==> config.mk <==
export PLATFORM = sky130hd
export DESIGN_NAME = gsc_sc_channel
export DESIGN_NICKNAME = d
export VERILOG_FILES = /design/src/inc/gsc_pkg.sv /design/src/hw/gsc_sc_channel.sv /design/src/hw/gsc_pin_sync.sv /design/src/hw/gsc_ci_validator.sv
export SDC_FILE = /design/constraint.sdc
export NUM_CORES = 1
export LEC_CHECK = 0
export ABC_CLOCK_PERIOD_IN_PS = 2350
export BUFFER_PORTS_ARGS = -buffer_cell sky130_fd_sc_hd__buf_2
export CORE_UTILIZATION = 45
export CTS_CLUSTER_DIAMETER = 150
export DETAILED_ROUTE_END_ITERATION = 16
export PLACE_DENSITY = 0.66
export SYNTH_ARGS = -nofsm -noshare
export SYNTH_HDL_FRONTEND = slang
export SYNTH_SLANG_ARGS = --single-unit
==> constraint.sdc <==
create_clock -name refClk -period 2.35 [get_ports refClk]
set_input_delay 0 -clock refClk [delete_from_list [all_inputs] [get_ports refClk]]
set_output_delay 0 -clock refClk [all_outputs]
set_load 0.05 [all_outputs]
==> src/inc/gsc_pkg.sv <==
package gsc_pkg;

   // register map, full 8-bit addresses
   localparam logic [7:0] REG_LINE_HOOK_CONTROL = 8'h05;
   localparam logic [7:0] REG_LINE_FAULT_STATUS = 8'h13;
   localparam logic [7:0] HOOK_CONTROL_RESET    = 8'h00;
   localparam logic [7:0] READ_UNMAPPED         = 8'h00;
   localparam int         HOOK_ON_HOOK_MON_BIT  = 3;
   localparam int         HOOK_OFF_HOOK_BIT     = 0;
   localparam int         FAULT_DROP_OUT_BIT    = 1;
   localparam int         LVS_POLARITY_BIT      = 7;

   // sc byte layout
   localparam int         SC_CMD_MSB            = 7;
   localparam int         SC_CMD_LSB            = 2;
   localparam int         SC_MR_BIT             = 1;
   localparam int         SC_MX_BIT             = 0;
   localparam int         TX_RESERVED_BIT       = 7;
   localparam int         TX_THRESHOLD_BIT      = 6;
   localparam int         TX_DROP_OUT_BIT       = 5;
   localparam int         TX_INT_PIN_BIT        = 4;
   localparam int         TX_POLARITY_BIT       = 3;
   localparam int         TX_TIP_GROUND_BIT     = 2;
   localparam logic       TX_RESERVED_LEVEL     = 1'b1;
   localparam logic       HS_INACTIVE           = 1'b1;
   localparam logic [1:0] HS_IDLE_FRAMES        = 2'h2;
   localparam logic [5:0] CMD_RESET             = 6'h00;

   // highway framing
   localparam int         BYTES_PER_SUBFRAME    = 4;
   localparam int         SC_BYTE_IN_SUBFRAME   = 3;
   localparam int         BITS_PER_BYTE         = 8;
   localparam int         CLKS_PER_BIT          = 2;
   localparam int         SUBFRAMES_PER_FRAME   = 8;
   localparam int         SYNC_STAGES           = 3;

   typedef struct packed {
      logic rxCmdBit6;
      logic rxCmdBit5;
      logic onHookMonitor;
      logic groundDetectEnable;
      logic ringGroundControl;
      logic offHookRequest;
   } gsc_cmd_s;

   typedef struct packed {
      logic       thresholdCrossIndication;
      logic       dropOutDetect;
      logic       intPinLevel;
      logic       tipGroundDetect;
      logic [7:0] lineVoltageStatus;
   } gsc_status_s;

   typedef struct packed {
      logic       wrEn;
      logic       rdEn;
      logic [7:0] addr;
      logic [7:0] wrData;
   } gsc_reg_req_s;

endpackage

==> src/hw/gsc_sc_channel.sv <==
// Function
// - register address is the full 8-bit byte, decoded unchanged
// - sc byte carries six command/indicate bits then mr and mx
// - one sc byte per 4-byte subframe, exchanged every frame
// - rx bits: 7,6 reserved, 5 on-hook monitor, 4 gnd enable, 3 ring-gnd, 2 off-hook
// - host holds new commands two frames; device accepts only two matching frames
// - accepted commands held in primary; equal value causes no action
// - value differing from primary is latched into secondary same frame
// - next frame equal to secondary copies it to primary and acts
// - next value differing from both overwrites secondary, every frame
// - next value equal to primary discards secondary, primary unchanged
// - upstream bits driven on upstream pin, downstream read from downstream pin
// - upstream byte msb first: 7 reserved, 6 threshold, 5 drop-out, 2 tip-ground
// - upstream bit 4 mirrors interrupt pin level every frame
// - upstream bit 3 copies bit 7 of line voltage status
// - handshake idle is mr and mx high for two or more frames
module gsc_sc_channel #(
   parameter int SUBFRAME = 0
) (
   input  wire logic            refClk,
   input  wire logic            sysRst,
   input  wire logic            linkClk,
   input  wire logic            frameSync,
   input  wire logic            downstreamDataPin,
   output logic                 upstreamDataPin,
   output logic                 upstreamDataOe,
   input  gsc_pkg::gsc_status_s lineStatus,
   input  gsc_pkg::gsc_reg_req_s regReq,
   output logic [7:0]           regRdData,
   output logic [7:0]           hookControl,
   output gsc_pkg::gsc_cmd_s    cmdActive,
   output logic                 cmdAccepted,
   output logic                 cmdPending,
   output logic                 rxMr,
   output logic                 rxMx,
   output logic                 handshakeIdle
);
   localparam int FRAME_BITS = gsc_pkg::SUBFRAMES_PER_FRAME * gsc_pkg::BYTES_PER_SUBFRAME
                               * gsc_pkg::BITS_PER_BYTE;
   localparam int FRAME_EDGES = FRAME_BITS * gsc_pkg::CLKS_PER_BIT;
   localparam int EDGE_W = $clog2(FRAME_EDGES);
   localparam int BIT_W = $clog2(FRAME_BITS);
   localparam int SC_START = (SUBFRAME * gsc_pkg::BYTES_PER_SUBFRAME
                              + gsc_pkg::SC_BYTE_IN_SUBFRAME) * gsc_pkg::BITS_PER_BYTE;
   localparam logic [EDGE_W-1:0] EDGE_LAST = EDGE_W'(FRAME_EDGES - 1);
   localparam logic [BIT_W-1:0] SLOT_FIRST = BIT_W'(SC_START);
   localparam logic [BIT_W-1:0] SLOT_LAST = BIT_W'(SC_START + gsc_pkg::BITS_PER_BYTE - 1);

   // link pins cross into refClk domain
   logic [2:0]          pinStable;
   logic                linkClkS;
   logic                frameSyncS;
   logic                downDataS;

   gsc_pin_sync #(
      .WIDTH (3)
   ) u_pin_sync (
      .refClk    (refClk),
      .sysRst    (sysRst),
      .pinIn     ({linkClk, frameSync, downstreamDataPin}),
      .pinStable (pinStable)
   );

   assign linkClkS   = pinStable[2];
   assign frameSyncS = pinStable[1];
   assign downDataS  = pinStable[0];

   // link clock edge and frame position
   logic                linkClkPrev_q;
   logic                syncAtEdge_q;
   logic [EDGE_W-1:0]   edgeCnt_q;
   logic [EDGE_W-1:0]   edgeNext;
   logic                frameRun_q;
   wire                 linkRise   = linkClkS & ~linkClkPrev_q;
   wire                 frameStart = linkRise & frameSyncS & ~syncAtEdge_q;

   assign edgeNext = frameStart ? '0 :
                     (edgeCnt_q == EDGE_LAST) ? edgeCnt_q : edgeCnt_q + EDGE_W'(1);

   wire [BIT_W-1:0]     bitNext   = edgeNext[EDGE_W-1:1];
   wire                 bitSecond = edgeNext[0];
   wire [2:0]           bitInByte = bitNext[2:0];
   wire                 inSlot    = frameRun_q | frameStart ?
                                    (bitNext >= SLOT_FIRST) && (bitNext <= SLOT_LAST) : 1'b0;
   wire                 slotActive = linkRise & inSlot;
   wire                 txEdge    = slotActive & ~bitSecond;
   wire                 rxEdge    = slotActive & bitSecond;
   wire                 rxLastBit = rxEdge & (bitNext == SLOT_LAST);

   always_ff @(posedge refClk or posedge sysRst) begin
      if (sysRst) begin
         linkClkPrev_q <= 1'b0;
         syncAtEdge_q  <= 1'b0;
         edgeCnt_q     <= EDGE_LAST;
         frameRun_q    <= 1'b0;
      end else begin
         linkClkPrev_q <= linkClkS;
         if (linkRise) begin
            syncAtEdge_q <= frameSyncS;
            edgeCnt_q    <= edgeNext;
         end
         if (frameStart) begin
            frameRun_q <= 1'b1;
         end
      end
   end

   // downstream sc byte, msb first
   logic [7:0]          rxShift_q;
   logic [7:0]          rxShift_d;
   logic                rxStb_q;
   logic [7:0]          rxByte_q;

   assign rxShift_d = {rxShift_q[6:0], downDataS};

   always_ff @(posedge refClk or posedge sysRst) begin
      if (sysRst) begin
         rxShift_q <= '0;
         rxByte_q  <= '1;
         rxStb_q   <= 1'b0;
      end else begin
         rxStb_q <= rxLastBit;
         if (rxEdge) begin
            rxShift_q <= rxShift_d;
         end
         if (rxLastBit) begin
            rxByte_q <= rxShift_d;
         end
      end
   end

   // command field and handshake bits
   gsc_pkg::gsc_cmd_s   rxCmd;
   wire                 rxByteMr = rxByte_q[gsc_pkg::SC_MR_BIT];
   wire                 rxByteMx = rxByte_q[gsc_pkg::SC_MX_BIT];

   assign rxCmd = rxByte_q[gsc_pkg::SC_CMD_MSB:gsc_pkg::SC_CMD_LSB];

   gsc_ci_validator u_ci_validator (
      .refClk      (refClk),
      .sysRst      (sysRst),
      .rxStb       (rxStb_q),
      .rxCmd       (rxCmd),
      .cmdPrimary  (cmdActive),
      .cmdAccepted (cmdAccepted),
      .cmdPending  (cmdPending)
   );

   // handshake idle tracking
   logic                rxMr_q;
   logic                rxMx_q;
   logic [1:0]          idleFrames_q;
   logic [1:0]          idleFrames_d;
   logic                hsIdle_q;
   wire                 bothInactive = (rxByteMr == gsc_pkg::HS_INACTIVE)
                                       & (rxByteMx == gsc_pkg::HS_INACTIVE);

   assign idleFrames_d = !bothInactive ? 2'h0 :
                         (idleFrames_q == gsc_pkg::HS_IDLE_FRAMES) ? idleFrames_q :
                         idleFrames_q + 2'h1;

   always_ff @(posedge refClk or posedge sysRst) begin
      if (sysRst) begin
         rxMr_q       <= gsc_pkg::HS_INACTIVE;
         rxMx_q       <= gsc_pkg::HS_INACTIVE;
         idleFrames_q <= '0;
         hsIdle_q     <= 1'b0;
      end else if (rxStb_q) begin
         rxMr_q       <= rxByteMr;
         rxMx_q       <= rxByteMx;
         idleFrames_q <= idleFrames_d;
         hsIdle_q     <= (idleFrames_d == gsc_pkg::HS_IDLE_FRAMES);
      end
   end

   assign rxMr          = rxMr_q;
   assign rxMx          = rxMx_q;
   assign handshakeIdle = hsIdle_q;

   // upstream sc byte, captured once per frame
   logic [7:0]          txByte_q;
   logic [7:0]          txByte_d;
   logic                txData_q;
   logic                txOe_q;

   always_comb begin
      txByte_d = '0;
      txByte_d[gsc_pkg::TX_RESERVED_BIT]   = gsc_pkg::TX_RESERVED_LEVEL;
      txByte_d[gsc_pkg::TX_THRESHOLD_BIT]  = lineStatus.thresholdCrossIndication;
      txByte_d[gsc_pkg::TX_DROP_OUT_BIT]   = lineStatus.dropOutDetect;
      txByte_d[gsc_pkg::TX_INT_PIN_BIT]    = lineStatus.intPinLevel;
      txByte_d[gsc_pkg::TX_POLARITY_BIT]   =
         lineStatus.lineVoltageStatus[gsc_pkg::LVS_POLARITY_BIT];
      txByte_d[gsc_pkg::TX_TIP_GROUND_BIT] = lineStatus.tipGroundDetect;
      txByte_d[gsc_pkg::SC_MR_BIT]         = gsc_pkg::HS_INACTIVE;
      txByte_d[gsc_pkg::SC_MX_BIT]         = gsc_pkg::HS_INACTIVE;
   end

   always_ff @(posedge refClk or posedge sysRst) begin
      if (sysRst) begin
         txByte_q <= '1;
         txData_q <= 1'b1;
         txOe_q   <= 1'b0;
      end else begin
         if (frameStart) begin
            txByte_q <= txByte_d;
         end
         if (txEdge) begin
            // frame start edge loads the byte too, so use the fresh copy
            txData_q <= frameStart ? txByte_d[3'h7 - bitInByte]
                                   : txByte_q[3'h7 - bitInByte];
            txOe_q   <= 1'b1;
         end else if (linkRise & ~inSlot) begin
            txData_q <= 1'b1;
            txOe_q   <= 1'b0;
         end
      end
   end

   assign upstreamDataPin = txData_q;
   assign upstreamDataOe  = txOe_q;

   // register access, full address decode
   logic [7:0]          hookCtl_q;
   logic [7:0]          hookCtl_d;
   logic [7:0]          rdData_q;
   wire                 selHook  = (regReq.addr == gsc_pkg::REG_LINE_HOOK_CONTROL);
   wire                 selFault = (regReq.addr == gsc_pkg::REG_LINE_FAULT_STATUS);
   wire                 hookWr   = regReq.wrEn & selHook;
   wire [7:0]           faultRd  = 8'(lineStatus.dropOutDetect) << gsc_pkg::FAULT_DROP_OUT_BIT;
   wire [7:0]           rdMux    = selHook  ? hookCtl_q :
                                   selFault ? faultRd : gsc_pkg::READ_UNMAPPED;

   always_comb begin
      hookCtl_d = hookWr ? regReq.wrData : hookCtl_q;
      // a validated command change wins over a same-cycle write
      if (cmdAccepted) begin
         hookCtl_d[gsc_pkg::HOOK_ON_HOOK_MON_BIT] = cmdActive.onHookMonitor;
         hookCtl_d[gsc_pkg::HOOK_OFF_HOOK_BIT]    = cmdActive.offHookRequest;
      end
   end

   always_ff @(posedge refClk or posedge sysRst) begin
      if (sysRst) begin
         hookCtl_q <= gsc_pkg::HOOK_CONTROL_RESET;
         rdData_q  <= '0;
      end else begin
         hookCtl_q <= hookCtl_d;
         if (regReq.rdEn) begin
            rdData_q <= rdMux;
         end
      end
   end

   assign regRdData   = rdData_q;
   assign hookControl = hookCtl_q;
endmodule // gsc_sc_channel

==> src/hw/gsc_pin_sync.sv <==
module gsc_pin_sync #(
   parameter int WIDTH = 3
) (
   input  wire logic             refClk,
   input  wire logic             sysRst,
   input  wire logic [WIDTH-1:0] pinIn,
   output logic      [WIDTH-1:0] pinStable
);
   logic [WIDTH-1:0] stage1_q;
   logic [WIDTH-1:0] stage2_q;
   logic [WIDTH-1:0] stage3_q;
   logic [WIDTH-1:0] stable_q;
   logic [WIDTH-1:0] stable_d;

   // a change counts once stages two and three agree
   assign stable_d  = (stage2_q & stage3_q) | (stable_q & (stage2_q ^ stage3_q));
   assign pinStable = stable_q;

   always_ff @(posedge refClk or posedge sysRst) begin
      if (sysRst) begin
         stage1_q <= '0;
         stage2_q <= '0;
         stage3_q <= '0;
         stable_q <= '0;
      end else begin
         stage1_q <= pinIn;
         stage2_q <= stage1_q;
         stage3_q <= stage2_q;
         stable_q <= stable_d;
      end
   end
endmodule // gsc_pin_sync

==> src/hw/gsc_ci_validator.sv <==
module gsc_ci_validator (
   input  wire logic          refClk,
   input  wire logic          sysRst,
   input  wire logic          rxStb,
   input  gsc_pkg::gsc_cmd_s  rxCmd,
   output gsc_pkg::gsc_cmd_s  cmdPrimary,
   output logic               cmdAccepted,
   output logic               cmdPending
);
   gsc_pkg::gsc_cmd_s primary_q;
   gsc_pkg::gsc_cmd_s primary_d;
   gsc_pkg::gsc_cmd_s second_q;
   gsc_pkg::gsc_cmd_s second_d;
   logic              pending_q;
   logic              pending_d;
   logic              accepted_q;
   logic              accepted_d;
   wire               matchPrimary = (rxCmd == primary_q);
   wire               matchSecond  = (rxCmd == second_q);
   wire               confirm      = rxStb & pending_q & ~matchPrimary & matchSecond;
   wire               latchNew     = rxStb & ~matchPrimary & ~confirm;

   assign primary_d   = confirm ? second_q : primary_q;
   assign second_d    = latchNew ? rxCmd : second_q;
   // equal to primary: no action, any pending value is dropped
   assign pending_d   = rxStb ? latchNew : pending_q;
   assign accepted_d  = confirm;
   assign cmdPrimary  = primary_q;
   assign cmdAccepted = accepted_q;
   assign cmdPending  = pending_q;

   always_ff @(posedge refClk or posedge sysRst) begin
      if (sysRst) begin
         primary_q  <= gsc_pkg::CMD_RESET;
         second_q   <= gsc_pkg::CMD_RESET;
         pending_q  <= 1'b0;
         accepted_q <= 1'b0;
      end else begin
         primary_q  <= primary_d;
         second_q   <= second_d;
         pending_q  <= pending_d;
         accepted_q <= accepted_d;
      end
   end
endmodule // gsc_ci_validator

=== Word level (Yosys, flattened, before mapping) ===
Cells that the tools add are included.

* Bits in registers: 82
* Bits of input ports: 35
* Output and inout bits: 29
* Word-level logic and storage cells: 97

* Add/sub/neg operators: 3
* Order comparisons: 3
* Equal/unequal tests: 8
* Muxes and demuxes: 19
* Bitwise gates (word level): 26
* Reductions and logical operators: 3

{| class="wikitable"
|+ Operator list
! kind !! count
|-
| $mux 9 || 2
|-
| $eq 8x5->1 const B || 2
|-
| $and 1x1->1 || 15
|-
| $eq 6x6->1 || 2
|-
| $mux 1 || 10
|-
| $add 9x1->9 const B || 1
|-
| $eq 9x9->1 const B || 1
|-
| $eq 8x3->1 const B || 1
|-
| $ge 8x5->1 const B || 1
|-
| $le 8x5->1 const B || 1
|-
| $mux 8 || 1
|-
| $and 3x3->3 || 2
|-
| $bmux 1 s3 || 2
|-
| $mux 2 || 3
|-
| $not 1->1 || 6
|-
| $eq 2x2->1 const B || 2
|-
| $lt 3x4->1 const B || 1
|-
| $mux 4 || 1
|-
| $reduce_bool 2->1 || 2
|-
| $or 3x3->3 || 1
|-
| $sub 3x3->3 const A || 1
|-
| $xor 3x3->3 || 1
|-
| $add 2x1->2 const B || 1
|-
| $logic_and 1x1->1 || 1
|-
| $or 1x1->1 || 1
|}

=== Depth between registers and ports, before layout ===
Gate-level depths: netlist of run 1.

* Depth after elaboration: 12
* Gate-level depth with buffers: 8
* Depth with buffers taken out: 7

=== By module ===
From an unflattened synthesis of run 1, not the netlist that was laid out.

* Cell total of the unflattened synthesis: 299
* Area total of the unflattened synthesis: 3590.9 µm²

{| class="wikitable"
|+ By module, submodules not included
! module !! times used !! cells each !! area an instance (µm²) !! seq. area each (µm²)
|-
| gsc_sc_channel || 1 || 232 || 2549.9 || 1432.6
|-
| gsc_ci_validator || 1 || 48 || 676.9 || 350.3
|-
| gsc_pin_sync || 1 || 19 || 364.1 || 300.3
|}

=== Worst setup path before layout of run 1 ===
No wires, ideal clock.

* Kind: reg-to-reg
* From: reg edgeCnt_q[0]
* To: reg rxByte_q[0]
* Library setup time: 82 ps
* Data arrival time: 2392 ps
* Required time: 2268 ps
* Path slack: -124 ps
* Cell stages (with the launch flop): 8
* Buffers on the path: 0
* Clock period less this slack: 2474 ps
* Path through: dfstp_2 ha_1 nand4_1 nor2_1 xnor2_1 nand3_1 nor4_4 mux2_2

* Word-level cells in the longest chain between the ends: 9
* Elaborated cells on any way between the ends: 12
* Classes of those cells: add/sub: 1; order compare: 2; eq/ne: 2; mux: 3; bitwise: 3; reduce/logical: 1

{| class="wikitable"
|+ RTL lines
! item !! RTL line !! RTL
|-
| start, declared || gsc_sc_channel.sv:71 || <nowiki>logic [EDGE_W-1:0] edgeCnt_q;</nowiki>
|-
| start signal, assigned || gsc_sc_channel.sv:100 || <nowiki>edgeCnt_q <= edgeNext;</nowiki>
|-
| $add 9x1->9 / $eq 9x9->1 (equally long branches) || gsc_sc_channel.sv:78 || <nowiki>(edgeCnt_q == EDGE_LAST) ? edgeCnt_q : edgeCnt_q + EDGE_W'(1);</nowiki>
|-
| $mux 9 (*) || gsc_sc_channel.sv:78 ||
|-
| $mux 9 (*) || gsc_sc_channel.sv:77 || <nowiki>assign edgeNext = frameStart ? '0 :</nowiki>
|-
| $ge 8x5->1 / $le 8x5->1 (equally long branches) || gsc_sc_channel.sv:84 || <nowiki>(bitNext >= SLOT_FIRST) && (bitNext <= SLOT_LAST) : 1'b0;</nowiki>
|-
| $logic_and 1x1->1 || gsc_sc_channel.sv:84 ||
|-
| $mux 1 || gsc_sc_channel.sv:83 || <nowiki>wire inSlot = frameRun_q | frameStart ?</nowiki>
|-
| $and 1x1->1 || gsc_sc_channel.sv:85 || <nowiki>wire slotActive = linkRise & inSlot;</nowiki>
|-
| $and 1x1->1 || gsc_sc_channel.sv:87 || <nowiki>wire rxEdge = slotActive & bitSecond;</nowiki>
|-
| $and 1x1->1 (*) || gsc_sc_channel.sv:88 || <nowiki>wire rxLastBit = rxEdge & (bitNext == SLOT_LAST);</nowiki>
|-
| end signal, assigned || gsc_sc_channel.sv:127 || <nowiki>rxByte_q <= rxShift_d;</nowiki>
|-
| end, declared || gsc_sc_channel.sv:112 || <nowiki>logic [7:0] rxByte_q;</nowiki>
|}

Mark *: on every way between the ends. The rest lies on a longest branch, timed or not.
A chain may end at the register's enable or synchronous reset.

=== Worst setup path after layout of run 1 ===
* From: reg edgeCnt_q[1]
* To: reg rxByte_q[7]

Same word-level chain as after synthesis.

==> impl_metrics.yaml, run 1 <==
outcome:
  status: "finished clean"
global_routing:
  grt_usage_pct: 18.8
  grt_antenna_before_repair: 0
  grt_pass1_vias: 2610
  grt_max_degree: 83
  grt-ovfl-total: 0
  grt_pass1_wl_microns: 12400
timing:
  finalCritPeriodShare_pct: 98.0
  tightest_slew_ps: 478
  hold_ws_ps: 86.6
  slew_headroom_pct: 68.1
  hold_viol_final: 0
  setup_viol: 0
  min_period_ps: 2300
  clock_skew_ps: 8.75
  rsz0062_at_grt: "yes"
  drv_slew: 0
  fmax_ghz: 0.434
logic_synthesis:
  async_reset_ff_share_pct: 100
  synthCells: 307
  yosysSeqAreaShare_pct: 58.2
  synthesis.nets: 347
  synth_enable_flop_cells: 0
  avgSynthCellArea_sq_um: 11.7
  ys_types: 47
  syn_area_sq_um: 3580
  ys_warn_count: 0
  ys_ff_latch: 82
  synth_ff_type: "dfrtp_1"
power_and_ir_drop:
  p_clk_share_pct: 27.2
  comb_power_share_pct: 22.0
  ir_drop_v: 0.000542
  p_per_area_nw_per_um2: 708
  switchingPower_mw: 1.01
  power_frac_seq_pct: 50.8
  intPower_mw: 2.28
  finalPower_mw: 3.30
  p_sw_share_pct: 30.7
  p_leak_nw: 2.26
floorplan:
  num_rows: 32
  core_area_sq_um: 7730
  die_w_microns: 91.2
  fp.dieArea_sq_um: 8310
  io_pins: 64
  die_h_microns: 91.2
  initial_utilization_pct: 46.3
route:
  ant_nets: 0
  wl_met2_microns: 3570
  first_iter_violations: 157
  drt_wl_total_microns: 7420
  firstDrtPassIters: 4
  vias: 2665
  avgRoutedWirePerCell_microns: 14.2
  wl_met1_microns: 3440
  wl_met3_microns: 319
  drcViolationCount: 0
  via_per_inst: 5.10
  top_layer: "met4"
setup_path:
  rrSetupSlack_ps: 50
  worstSetupStartpointType: "flip-flop"
  arrival_ps: 2570
  critPathMaxFanout: 8
  path_class: "flip-flop to flip-flop"
  end_kind: "flip-flop"
  required_ps: 2620
clock_network:
  root_buffer: "clkbuf_8"
  numCtsBuffers: 9
  cts.sinks: 82
  cts_tree: "yes"
  clkTransAtPathRegs_ps: 80
  cts_buffer_depth: 2
  worstSkewPairLatency_ps: 340
  cts_max_level: 3
placement:
  dpl.cell_count: 477
  hpwl_microns: 4780
  io_buffer_count: 56
  place_congestion: 0.879
finish:
  layout.nets: 456
  instances_no_fill: 523
  areaGrowthSynthToFinish_pct: 30.2
  drive_above_1_share_pct: 42.5
  antenna_cells: 0
min_path:
  hold_path_class: "input pin to flip-flop"
job:
  maxCapViolCount: 0
flip-flops by register name, indices dropped and copies added, names as in the netlist, 2 cells and up:
| register | cells |
|---|---|
| edgeCnt_q | 9 |
| hookControl | 8 |
| idleFrames_q | 2 |
| regRdData | 8 |
| rxByte_q | 8 |
| rxShift_q | 7 |
| txByte_q | 5 |
| u_ci_validator.cmdPrimary | 6 |
| u_ci_validator.second_q | 6 |
| u_pin_sync.pinStable | 3 |
| u_pin_sync.stage1_q | 3 |
| u_pin_sync.stage2_q | 3 |
| u_pin_sync.stage3_q | 3 |
logic make-up after synthesis:
kind of cell             count (synthesis)  synth area share, %
multiplexers                            40                 12.5
buffers and inverters                   24                 2.59
AND/OR/NAND/NOR                         99                 14.0
XOR/XNOR                                13                 3.18
flip-flops                              82                 58.2
AO/OA/AOI/OAI                           44                 7.83
adder cells (fa/ha/maj)                  5                 1.75
power by group through the flow:
stage	clock network [mW]	registers, mW	logic (mW)
6_report	0.895	1.67	0.727
5_1_grt	0.982	1.69	0.804
3_5_place_dp	0	1.70	0.654
2_1_floorplan	0	1.72	0.381
4_1_cts	0.926	1.67	0.686
3_3_place_gp	0	1.69	0.656
metal layers:
| layer | global-route usage [%] | up-vias |
|---|---|---|
| met5 | 0 | - |
| met3 | 4.86 | 8 |
| met4 | 5.42 | 0 |
| li1 | - | 1291 |
| met2 | 29.7 | 61 |
| met1 | 25.6 | 1305 |
cells in the final DEF, fill, tap and decap left out, types with 2 or more instances in the layout:
cell type,netlist,layout
nor3_1,5,4
a31oi_1,3,3
nor2b_1,2,2
a21oi_1,7,7
o22ai_1,3,3
nand2_1,47,47
inv_1,15,14
dlygate4sd3_1,0,21
and3_1,2,2
mux2i_1,4,4
buf_4,0,26
clkinvlp_4,0,4
o21ai_0,15,14
mux2_4,0,8
buf_6,0,3
dfrtp_1,57,57
a211oi_2,0,2
nor2_1,11,10
xor2_1,5,5
nand3_1,7,6
nand4_1,7,7
and2_1,2,2
xnor2_1,8,8
clkbuf_8,0,9
ha_1,5,4
nand2b_1,3,3
clkbuf_1,6,2
dfstp_2,25,25
a21o_1,4,4
mux2_2,36,28
buf_2,2,56
nor2_2,1,2
timing repair:
| item | in CTS | in global routing |
|---|---|---|
| pin swaps | 0 | 12 |
| hold buffers | 21 | 0 |
| setup buffers | 2 | 7 |
| endpoints found under the setup margin | 15 | 16 |
| endpoints found under the hold margin | 81 | 0 |
| gates resized for setup | 2 | 15 |
cell usage after synthesis (3+ instances only):
master | number | area, sq um
xor2_1 | 5 | 43.8
nor2_1 | 11 | 41.3
o21ai_0 | 15 | 75.1
nand2_1 | 47 | 176
mux2_2 | 36 | 405
ha_1 | 5 | 62.6
a21o_1 | 4 | 30.0
nand2b_1 | 3 | 18.8
nor3_1 | 5 | 25.0
dfstp_2 | 25 | 657
inv_1 | 15 | 56.3
a31oi_1 | 3 | 18.8
a21oi_1 | 7 | 35.0
xnor2_1 | 8 | 70.1
nand3_1 | 7 | 35.0
mux2i_1 | 4 | 40.0
o22ai_1 | 3 | 18.8
nand4_1 | 7 | 43.8
clkbuf_1 | 6 | 22.5
dfrtp_1 | 57 | 1430
cell type report:
type                            instances  area, sq um
Clock buffer                           11          131
Clock inverter                          5         38.8
Fill cell                             632         3070
Inverter                               15         57.6
Multi-Input combinational cell        201         1480
Sequential cell                        82         2080
Tap cell                              102          128
Timing Repair Buffer                  107          739
worst max-delay path, stage by stage, from the launching register on:
cell	delay (ps)
dfstp_2	560
ha_4	160
nand4_1	130
buf_4	190
o211a_1	240
nor3_2	190
nand2_1	120
nor4_4	150
buf_6	190
mux2_4	310
final timing paths:
path / start / to / cells past startpoint
worst max-delay path: edgeCnt_q[1]$_DFFE_PP1N_ / rxByte_q[7]$_DFFE_PP1P_ / 9
worst min-delay path: regReq[9] / regRdData[1]$_DFFE_PP0P_ / 4
worst max register to register: edgeCnt_q[1]$_DFFE_PP1N_ / rxByte_q[7]$_DFFE_PP1P_ / 9
worst min register to register: u_pin_sync.stage1_q[0]$_DFF_PP0_ / u_pin_sync.stage2_q[0]$_DFF_PP0_ / 0
max in group asynchronous: sysRst / rxByte_q[4]$_DFFE_PP1P_ / 4
min in group asynchronous: sysRst / u_ci_validator.second_q[0]$_DFFE_PP0P_ / 4
metrics by stage:
| stage | setup slack [ps] | util (%) | setup TNS [ps] | cell area (sq um) |
|---|---|---|---|---|
| 2_1_floorplan | -59.1 | - | -425 | 3610 |
| 3_3_place_gp | -24.8 | 53.7 | -172 | 4150 |
| 3_5_place_dp | -87.5 | 53.7 | -694 | 4150 |
| 4_1_cts | 2.48 | 58.9 | 0 | 4550 |
| 5_1_grt | -99.5 | 60.3 | -1220 | 4660 |
| 6_report | 47.7 | 60.3 | 0 | 4660 |
No activity file was read; power rests on OpenSTA's default activity.
==> run 2, diff against run 1 <==
- PLACE_DENSITY: 0.66 -> unset
- PLACE_DENSITY_LB_ADDON: unset -> 0.05
- SETUP_SLACK_MARGIN: unset -> 0.15
- SYNTH_HIERARCHICAL: unset -> 1
==> run 2 against run 1 <==
Compared with the run above:
- combinational power increased by 13%
- synthesized area increased by 0.38%
- global-route usage is 0.48 points higher
- sequential power is essentially flat
- critical path depth decreased by 2
- hold slack got worse by 5.8 ps
- maximum frequency grew 1.1%
- count of clock-buffer cells in the layout stayed put
- highest routed layer unchanged
- core utilization grew 1.3 points
- die area is 0.37% higher
- largest power group unchanged
==> impl_metrics.yaml, run 2 <==
timing:
  drv_slew: 0
  min_period_ps: 2280
  fmax_ghz: 0.439
  setup_viol: 0
  hold_viol_final: 0
  tightest_slew_ps: 575
  clock_skew_ps: 19.2
  rsz0062_at_grt: "yes"
  finalCritPeriodShare_pct: 96.9
  hold_ws_ps: 80.8
  slew_headroom_pct: 61.6
global_routing:
  use_met1_pct: 26.2
  grt.busiest_layer: "met2"
  grt_pass1_wl_microns: 12400
  grt-ovfl-total: 0
  grt_max_degree: 33
  grt_use_met2_pct: 30.1
  grt_usage_pct: 19.3
  grt_antenna_before_repair: 0
  grt_pass1_vias: 2529
  met3_usage_pct: 5.11
power_and_ir_drop:
  ir_drop_v: 0.000632
  p_leak_nw: 2.29
  p_per_area_nw_per_um2: 759
route:
  vias: 2505
  avgRoutedWirePerCell_microns: 13.9
  firstDrtPassIters: 4
  via_per_inst: 4.90
  drcViolationCount: 0
  drt_wl_total_microns: 7080
  ant_nets: 0
  first_iter_violations: 92
floorplan:
  io_pins: 64
  die_h_microns: 91.3
  num_rows: 32
  die_w_microns: 91.3
  initial_utilization_pct: 46.5
  core_area_sq_um: 7730
  fp.dieArea_sq_um: 8340
logic_synthesis:
  syn_area_sq_um: 3590
  ys_ff_latch: 82
  synth_top_area_share_pct: 39.7
  yosys.area.top_type: "dfrtp_1"
  synthesis.nets: 339
  avgSynthCellArea_sq_um: 12.0
  synthCells: 299
  async_reset_ff_share_pct: 100
  ys_types: 44
  synth_ff_type: "dfrtp_1"
  yosysSeqAreaShare_pct: 58.0
  ys_warn_count: 6
  synthTopCellsByArea: "dfrtp_1 40%, dfstp_2 18%, mux2_2 12%, nand2_1 4.4%, o21ai_0 2.2%"
  synth_enable_flop_cells: 0
  synthTopCellsByCount: "57 x dfrtp_1, 42 x nand2_1, 37 x mux2_2, 25 x dfstp_2"
  synth_most_common_cell: "dfrtp_1"
finish:
  largest_register_ffs: 9
  top_register: "edgeCnt_q"
  instances_no_fill: 511
  areaGrowthSynthToFinish_pct: 32.4
  drive_above_1_share_pct: 44.5
  layout.nets: 444
  final_common_cell: "dfrtp_1"
  final_cell_mix: "57 x dfrtp_1, 56 x buf_2, 41 x nand2_1"
  antenna_cells: 0
setup_path:
  crit_path_cell_trace: "ha_4 > and3_4 > o2111ai_2 > or4_4 > nor4_4 > buf_12 > mux2_2"
  end_kind: "flip-flop"
  arrival_ps: 2570
  critPathMaxFanout: 8
  slowest_delay_ps: 560
  slowest_stage: "dfstp_2"
  worstSetupStartpointType: "flip-flop"
  path_class: "flip-flop to flip-flop"
  required_ps: 2650
clock_network:
  cts_max_level: 3
  cts_tree: "yes"
  cts.sinks: 82
  cts_buffer_depth: 2
  root_buffer: "clkbuf_8"
  clkTransAtPathRegs_ps: 90
  worstSkewPairLatency_ps: 360
  numCtsBuffers: 9
placement:
  hpwl_microns: 4900
  dpl.cell_count: 469
  place_congestion: 0.823
  io_buffer_count: 56
min_path:
  hold_path_class: "input pin to flip-flop"
job:
  maxCapViolCount: 0
outcome:
  status: "finished clean"
[run 2: changes by cell type after synthesis, moves of 3 or more]
cell | previous run | this run
nand2_1 | 47 | 42
nand4_1 | 7 | 4
nor2_1 | 11 | 8
xor2_1 | 5 | 9
[run 2: layer usage]
metal	up-vias	wire, microns	share of wire (%)
met2	47	3280	46
met3	10	247	3.5
li1	1246	-	-
met1	1202	3440	49
met4	0	111	1.6
met5	-	0	0
[run 2: report_power, final]
part / internal [mW] / switching, mW / total (mW) / leakage, nW
Clock: 0.635 / 0.508 / 1.14 / 0.114
Sequential: 1.57 / 0.0721 / 1.65 / 1.01
Combinational: 0.393 / 0.428 / 0.821 / 1.17
[run 2: logic make-up after synthesis]
kind of cell / count (synthesis) / share of synthesized area [%]
AND/OR/NAND/NOR: 87 / 13.4
buffers and inverters: 26 / 2.86
XOR/XNOR: 16 / 3.90
AO/OA/AOI/OAI: 41 / 7.04
multiplexers: 42 / 13.0
flip-flops: 82 / 58.0
adder cells (fa/ha/maj): 5 / 1.74
[run 2: worst max-delay path, delay by kind of cell, from the launching register on]
kind	cells	cell delay (ps)
muxes	1	330
and+or+nand+nor	3	920
AOI/OAI and AO/OA	1	100
DFF	1	560
adders and majority gates	1	140
buffers and inverters	1	170
[run 2: per-stage QoR]
| step | setup TNS [ps] | util (%) | instance area, sq um | setup slack (ps) | total power, mW |
|---|---|---|---|---|---|
| 2_1_floorplan | -1410 | - | 3680 | -171 | 2.14 |
| 3_3_place_gp | -23.9 | 54.5 | 4210 | -23.9 | 2.39 |
| 3_5_place_dp | -323 | 54.5 | 4210 | -45.7 | 2.40 |
| 4_1_cts | 0 | 60.7 | 4690 | 42.2 | 3.60 |
| 5_1_grt | 0 | 61.5 | 4760 | 3.86 | 3.81 |
| 6_report | 0 | 61.5 | 4760 | 72.8 | 3.61 |
[run 2: path summary, 6_finish.rpt]
| path | from | slack, ps | end | depth (start not counted) |
|---|---|---|---|---|
| max | edgeCnt_q[1]$_DFFE_PP1N_ | 70 | rxByte_q[6]$_DFFE_PP1P_ | 7 |
| min | regReq[12] | 80 | regRdData[1]$_DFFE_PP0P_ | 4 |
| max reg2reg | edgeCnt_q[1]$_DFFE_PP1N_ | 70 | rxByte_q[6]$_DFFE_PP1P_ | 7 |
| min reg2reg | u_pin_sync/stage1_q[0]$_DFF_PP0_ | 360 | u_pin_sync/stage2_q[0]$_DFF_PP0_ | 0 |
| max in group asynchronous | sysRst | 1420 | edgeCnt_q[2]$_DFFE_PP1N_ | 4 |
| min in group asynchronous | sysRst | 230 | u_pin_sync/stage3_q[0]$_DFF_PP0_ | 3 |
[run 2: layout make-up]
cell class	count	area [sq um]
fillers	634	2970
inverters	16	60.1
clock inverters	5	86.3
flip-flops and latches	82	2080
well taps	102	128
clock buffers	11	141
multi-input cells	191	1540
repair buffers	104	722
[run 2: timing repair]
action	in CTS	in global routing
hold endpoints to repair	60	0
setup endpoints to repair	17	16
gates resized for setup	7	8
buffers inserted	1	4
pin swaps	3	4
hold buffers	21	0
